### src/logic/wiper_host_regs.vh
// Constants for the wiper position host controller
`ifndef WIPER_HOST_REGS_VH
`define WIPER_HOST_REGS_VH

`define CLK_PERIOD_NS     10
`define T_CS_SETUP_NS     100
`define T_DIR_SETUP_NS    1000
`define T_STEP_LOW_NS     1000
`define T_STEP_HIGH_NS    1000
`define T_LOCK_SETUP_NS   1000
`define T_DIR_HOLD_NS     100
// Cycle counts at 10 ns per clock, sized for the 8-bit timer
`define CYC_CS_SETUP   8'h0a
`define CYC_DIR_SETUP  8'h64
`define CYC_STEP_LOW   8'h64
`define CYC_STEP_HIGH  8'h64
`define CYC_LOCK_SETUP 8'h64
`define CYC_DIR_HOLD   8'h0a
`define POS_WIDTH      7
`define POS_MIDSCALE   7'h40
`define POS_MAX        7'h7f
`define POS_MIN        7'h00
`define CNT_WIDTH      8

`endif

### src/logic/wiper_host.v
// Host controller driving the three control pins of an up/down wiper counter
`timescale 1ns/1ps
`default_nettype none
`include "wiper_host_regs.vh"

module wiper_host (
  input  wire       core_clk,   // 100 MHz clock
  input  wire       rst,        // Synchronous reset, active high
  input  wire       cmd_valid,  // Request a step burst
  input  wire       cmd_up,     // Burst direction, 1 = up
  input  wire [6:0] cmd_steps,  // Number of steps, 0 = none
  input  wire       cmd_lock,   // End burst by locking the wiper
  output wire       cmd_ready,  // Idle and not locked
  output reg        step_n_q,   // Step strobe pin, falls to step
  output reg        dir_q,      // Direction pin
  output reg        sel_n_q,    // Select pin, active low
  output reg  [6:0] pos_q,      // Shadow of the device wiper position
  output reg        locked_q,   // Device wiper locked
  output reg        done_q      // Pulse when a burst ends
);

  localparam [6:0] S_IDLE  = 7'b000_0001;
  localparam [6:0] S_SETUP = 7'b000_0010;
  localparam [6:0] S_LOW   = 7'b000_0100;
  localparam [6:0] S_HIGH  = 7'b000_1000;
  localparam [6:0] S_LOCK  = 7'b001_0000;
  localparam [6:0] S_REL   = 7'b010_0000;
  localparam [6:0] S_HOLD  = 7'b100_0000;

  reg [6:0]              state_q;
  reg [6:0]              state_d;
  reg [`CNT_WIDTH-1:0]   timer_q;
  reg [`CNT_WIDTH-1:0]   timer_d;
  reg [6:0]              left_q;
  reg [6:0]              left_d;
  reg                    lock_req_q;
  reg                    lock_req_d;
  reg                    step_n_d;
  reg                    dir_d;
  reg                    sel_n_d;
  reg [6:0]              pos_d;
  reg                    locked_d;
  reg                    done_d;
  wire                   timer_done;

  assign timer_done = (timer_q == 8'h00);

  assign cmd_ready = state_q[0] & ~locked_q;

  always @* begin
    state_d    = state_q;
    timer_d    = timer_q;
    left_d     = left_q;
    lock_req_d = lock_req_q;
    step_n_d   = step_n_q;
    dir_d      = dir_q;
    sel_n_d    = sel_n_q;
    pos_d      = pos_q;
    locked_d   = locked_q;
    done_d     = 1'b0;
    if (!timer_done)
      timer_d = timer_q - 8'h01;
    case (state_q)
      S_IDLE: begin
        // Pins stay parked high, so the device sits in standby
        sel_n_d  = 1'b1;
        step_n_d = 1'b1;
        if (cmd_valid && !locked_q) begin
          if (cmd_steps == 7'h00 && !cmd_lock) begin
            // Nothing to move: raising select with strobe high would lock
            done_d = 1'b1;
          end else begin
            // Direction set while strobe is high, in the same cycle as select falls, well ahead of the first strobe fall
            dir_d      = cmd_up;
            sel_n_d    = 1'b0;
            left_d     = cmd_steps;
            lock_req_d = cmd_lock;
            timer_d    = `CYC_DIR_SETUP;
            state_d    = S_SETUP;
          end
        end
      end
      S_SETUP: begin
        if (timer_done) begin
          if (left_q == 7'h00) begin
            timer_d = `CYC_LOCK_SETUP;
            state_d = S_LOCK;
          end else begin
            step_n_d = 1'b0;
            timer_d  = `CYC_STEP_LOW;
            state_d  = S_LOW;
            if (dir_q && pos_q != `POS_MAX)
              pos_d = pos_q + 7'h01;
            else if (!dir_q && pos_q != `POS_MIN)
              pos_d = pos_q - 7'h01;
            left_d = left_q - 7'h01;
          end
        end
      end
      S_LOW: begin
        if (timer_done) begin
          if (left_q == 7'h00 && !lock_req_q) begin
            // Select rises with strobe still low so no lock occurs
            sel_n_d = 1'b1;
            timer_d = `CYC_CS_SETUP;
            state_d = S_REL;
          end else begin
            step_n_d = 1'b1;
            timer_d  = `CYC_STEP_HIGH;
            state_d  = S_HIGH;
          end
        end
      end
      S_HIGH: begin
        if (timer_done) begin
          if (left_q == 7'h00) begin
            timer_d = `CYC_LOCK_SETUP;
            state_d = S_LOCK;
          end else begin
            timer_d = 8'h00;
            state_d = S_SETUP;
          end
        end
      end
      S_LOCK: begin
        // Strobe high long enough, now raise select to freeze wiper
        if (timer_done) begin
          sel_n_d  = 1'b1;
          locked_d = 1'b1;
          done_d   = 1'b1;
          state_d  = S_HOLD;
        end
      end
      S_REL: begin
        // Select is already high here; strobe may now rise safely
        if (timer_done) begin
          step_n_d = 1'b1;
          done_d   = 1'b1;
          state_d  = S_IDLE;
        end
      end
      S_HOLD: begin
        // Locked device ignores the pins, so park them idle
        sel_n_d  = 1'b1;
        step_n_d = 1'b1;
      end
      default: begin
        state_d = S_IDLE;
      end
    endcase
  end

  always @(posedge core_clk) begin
    if (rst) begin
      state_q    <= S_IDLE;
      timer_q    <= 8'h00;
      left_q     <= 7'h00;
      lock_req_q <= 1'b0;
      step_n_q   <= 1'b1;
      sel_n_q    <= 1'b1;
      dir_q      <= 1'b1;
      pos_q      <= `POS_MIDSCALE;
      locked_q   <= 1'b0;
      done_q     <= 1'b0;
    end else begin
      state_q    <= state_d;
      timer_q    <= timer_d;
      left_q     <= left_d;
      lock_req_q <= lock_req_d;
      step_n_q   <= step_n_d;
      sel_n_q    <= sel_n_d;
      dir_q      <= dir_d;
      pos_q      <= pos_d;
      locked_q   <= locked_d;
      done_q     <= done_d;
    end
  end

endmodule // wiper_host

`default_nettype wire

### config.mk
export PLATFORM = sky130hd
export DESIGN_NAME = wiper_host
export DESIGN_NICKNAME = d
export VERILOG_FILES = /design/src/logic/wiper_host.v
export VERILOG_INCLUDE_DIRS = /design/src /design/src/logic
export SDC_FILE = /design/constraint.sdc
export NUM_CORES = 1
export LEC_CHECK = 0
export BUFFER_PORTS_ARGS = -buffer_cell sky130_fd_sc_hd__buf_2
export CAP_MARGIN = 30
export CORE_MARGIN = 2
export CORE_UTILIZATION = 63
export DETAILED_ROUTE_END_ITERATION = 10
export GPL_ROUTABILITY_DRIVEN = 0
export PLACE_DENSITY = 0.91
export SLEW_MARGIN = 40
export SYNTH_ARGS = -nofsm -noshare
export SYNTH_HDL_FRONTEND = slang
export SYNTH_SLANG_ARGS = --single-unit
### constraint.sdc
create_clock -name core_clk -period 7.2 [get_ports core_clk]
set_input_delay 0.72 -clock core_clk [delete_from_list [all_inputs] [get_ports core_clk]]
set_output_delay 0.72 -clock core_clk [all_outputs]
set_load 0.05 [all_outputs]
==> metrics.md <==
| Metric | Value |
|---|---|
| Nature of the critical path endpoint | flip-flop |
| DIE WIDTH | 64.9 um |
| Post-Synth XOR/XNOR Area | 0.0450 |
| Worst reg2reg endpoint | pos_q[6] |
| Die Span Y | between 60 and 70 um |
| Worst skew pair latency | 0.29 ns |
| IO buf count | 24 |
| Status | finished, final reports clean |
| Share of layout cells above drive strength 1 | 0.139 |
| Max-cap violation count | 0 |
| Drt first pass iters | 5 |
| Power density over the cells | roughly 370 nW/um^2 |
| Hold Path Depth | 2 |
| Hpwl dp | 4.10 mm |
| Post-Synth Simple-Gate Area | 0.256 |
| Peak Freq | 332 MHz |
| CP cell instances | nand4_1 -> o21ai_1 -> ha_1 -> a211o_1 -> a211o_1 -> o21ai_0 -> mux2_2 -> nor4b_1 |
| Startpoint Class | flip-flop |
| Mean Syn Cell Area | 8.00 um^2 |
| Setup Skew | 0.00728 ns |
| H-Tree Depth | 2 |
| Sequential-to-total area share from yosys stat | 0.300 |
| Post-CTS setup-driven buffer insertion count | 0 |
| Final min period | between 3 and 4 ns |
| Ports | 25 |
| Unrepaired setup endpoints after global routing | no |
| CP peak stage delay | 0.48 ns |
| Syn_nets | between 300 and 400 |
| Die area | 4210 um^2 |
| Count of pins over their slew limit | 0 |
| Setup TNS after final layout | 0 ns |
| DR WL/cell | 16.8 um |
| Clock Sinks | 35 |
| Finished Layout Cells | roughly 360 |
| Row count | 22 |
| Worst-path clk slew | 0.07 ns |
| Area grow syn2layout | 9.59% |
| Distinct cells, synth | 56 |
| Layout Nets | 331 |
| Mux contribution to synthesized area | 0.00911 |
| Post_cts resized | 0 |
| Via count | 2,370 |
| HP Start | left_q[6] |
| CP required | 7.39 ns |
| Final WL | 6.00 mm |
| Synth Flop Type | dfxtp_1 |
| Antenna cells | 0 |
| Async SR Flop Fraction | 0 |
| CP top delay family | compound AO/OA/AOI/OAI gates |
| Max rail drop VDD | 0.258 mV |
| Hold Vio Cnt, Final | 0 |
| Hold WC Path Type | flip-flop to flip-flop |
| Post-Syn Area | 2330 um^2 |
| CP max stage cell | o21ai_1 |
| Commonest non-fill, non-tap cell in the layout | dfxtp_1 |
| FF-to-FF path depth | 8 |
| Slew HR | 0.416 |
| Post-Synth Adder-Cell Area | 0.0568 |
| CP arrival | 3.20 ns |
| GRT Overall Usage | 0.295 |
| Clock Tree Buf Depth | 2 |
| Compound-Gate Fraction of Synth Area | 0.284 |
| Largest family of logic cells by synthesized area | compound AO/OA/AOI/OAI gates |
| Core area | 3610 um^2 |
| Total CTS buffers | 5 |
| Post-CTS Hold Fix Bufs | 0 |
| Final setup fails | 0 |
| Clk root buf | clkbuf_8 |
| Vias in the first global route | 2,124 |
| Antenna violations before repair | 0 |
| Most frequent cells in the layout | dfxtp_1, a21oi_1, nor2_1, buf_2, o21ai_0 |
| Drc violations | 0 |
| Crit-path max FO | 8 |
| Placed cells | 349 |
| Wire length of the first global-routing pass | slightly below 10 mm |
| Synth warn | 0 |
| Final period util | 0.419 |
| Cell repeated most along the worst path | a211o_1 |
| Category of the most critical setup path | flip-flop to flip-flop |
| Iter 0 DRT Violations | 312 |
| CP bufs+invs | 0 |
| Reg-to-Reg Start | pos_q[6] |
| CTS tree | yes |
| Gr ovfl total | 0 |
| Largest net degree at the start of global routing | 35 |
| Flop2flop setup slack | 4.19 ns |
| Via/cell ratio | 6.64 |
| Seq cells post-synth | 35 |
| Starting Density | 0.647 |
| Fillers | 301 |
| Cells after Synth | 292 |
| Number of flops mapped to enable cells by yosys | 0 |
| Worst-margin pin slew | a little under 0.9 ns |
| Hold slack | approximately 0.48 ns |
| Post-route ant nets | 0 |
| P_leak | 1.02 nW |
| Hold Path Sink | left_q[6] |
metal layers:
metal | routed length (um) | share of wire | up-vias | global-route usage
li1 | - | - | 1142 | -
met1 | 2570 | 0.43 | 1085 | 0.389
met2 | 2830 | 0.47 | 123 | 0.487
met3 | 456 | 0.076 | 20 | 0.0434
met4 | 140 | 0.023 | 0 | 0.109
met5 | 0 | 0 | - | 0
metrics by stage:
stage	area (um^2)	total power [W]	utilization	setup slack (ns)
2_1_floorplan	2330	0.000687	-	3.96
3_3_place_gp	2450	0.000766	0.678	4.19
3_5_place_dp	2450	0.000781	0.680	3.99
4_1_cts	2540	0.000931	0.704	3.97
5_1_grt	2560	0.00101	0.710	4.03
6_report	2560	0.000948	0.710	4.19
cell usage after synthesis (3+ instances only):
cell / instances / area share
dfxtp_1: 35 / 0.30
a21oi_1: 31 / 0.066
nor2_1: 27 / 0.043
o21ai_0: 19 / 0.041
nand3_1: 15 / 0.032
nand2_1: 14 / 0.023
inv_1: 12 / 0.019
clkbuf_1: 10 / 0.016
ha_1: 9 / 0.048
nor3_1: 9 / 0.019
nor4_1: 8 / 0.021
a21o_1: 7 / 0.023
xor2_1: 7 / 0.026
or3_1: 6 / 0.016
and3_1: 5 / 0.013
o211ai_1: 5 / 0.016
xnor2_1: 5 / 0.019
a211oi_1: 4 / 0.013
buf_2: 4 / 0.0086
nand3b_1: 4 / 0.013
nand4_1: 4 / 0.011
a211o_1: 3 / 0.011
a31oi_1: 3 / 0.0080
nand2b_1: 3 / 0.0080
o2111ai_1: 3 / 0.011
o31ai_1: 3 / 0.0096
sequential cells by signal, summed over array words and instances (netlist names):
register / flops
dir_q: 1
step_n_q: 1
timer_q: 8
pos_q: 7
lock_req_q: 1
sel_n_q: 1
state_q: 7
done_q: 1
locked_q: 1
left_q: 7
area by class of cell:
class | instances | area [um^2] | area share
Inverter | 12 | 45.0 | 0.0176
Clock inverter | 1 | 5.00 | 0.00196
Tap cell | 48 | 60.1 | 0.0235
Clock buffer | 6 | 82.6 | 0.0323
Timing Repair Buffer | 25 | 128 | 0.0499
Multi-Input combinational cell | 230 | 1540 | 0.601
Sequential cell | 35 | 701 | 0.274
how the worst max path moves through the flow:
stage | slack [ns] | depth (start not counted) | to | start
finish | 4.19 | 8 | pos_q[6] | pos_q[6]
CTS | 3.97 | 8 | pos_q[6] | pos_q[6]
global placement | 4.19 | 8 | pos_q[6] | pos_q[0]
detailed placement | 3.99 | 8 | pos_q[6] | pos_q[0]
floorplan | 3.96 | 8 | pos_q[6] | pos_q[1]
global route | 4.03 | 8 | pos_q[6] | pos_q[0]
cells by family after synthesis:
family,after synthesis
flops,35
mux,2
simple gates,108
compound gates,98
xor+xnor,12
buf+inv,27
fa+ha+maj,10
power by group:
part	switching (W)	internal [W]	total, W
combinational	0.000325	0.000188	0.000513
clock	0.0000684	0.0000750	0.000143
sequential	0.0000536	0.000237	0.000291
total	0.000447	0.000501	0.000948
worst reg2reg max path, delay by kind of cell, from the launching register on:
family,cells,cell delay (ns)
AO/OA/AOI/OAI,4,1.23
adder cells (fa/ha/maj),1,0.39
AND/OR/NAND/NOR,2,0.47
multiplexers,1,0.38
flip-flops,1,0.46
Note: power is estimated with default switching activity, not from simulation.
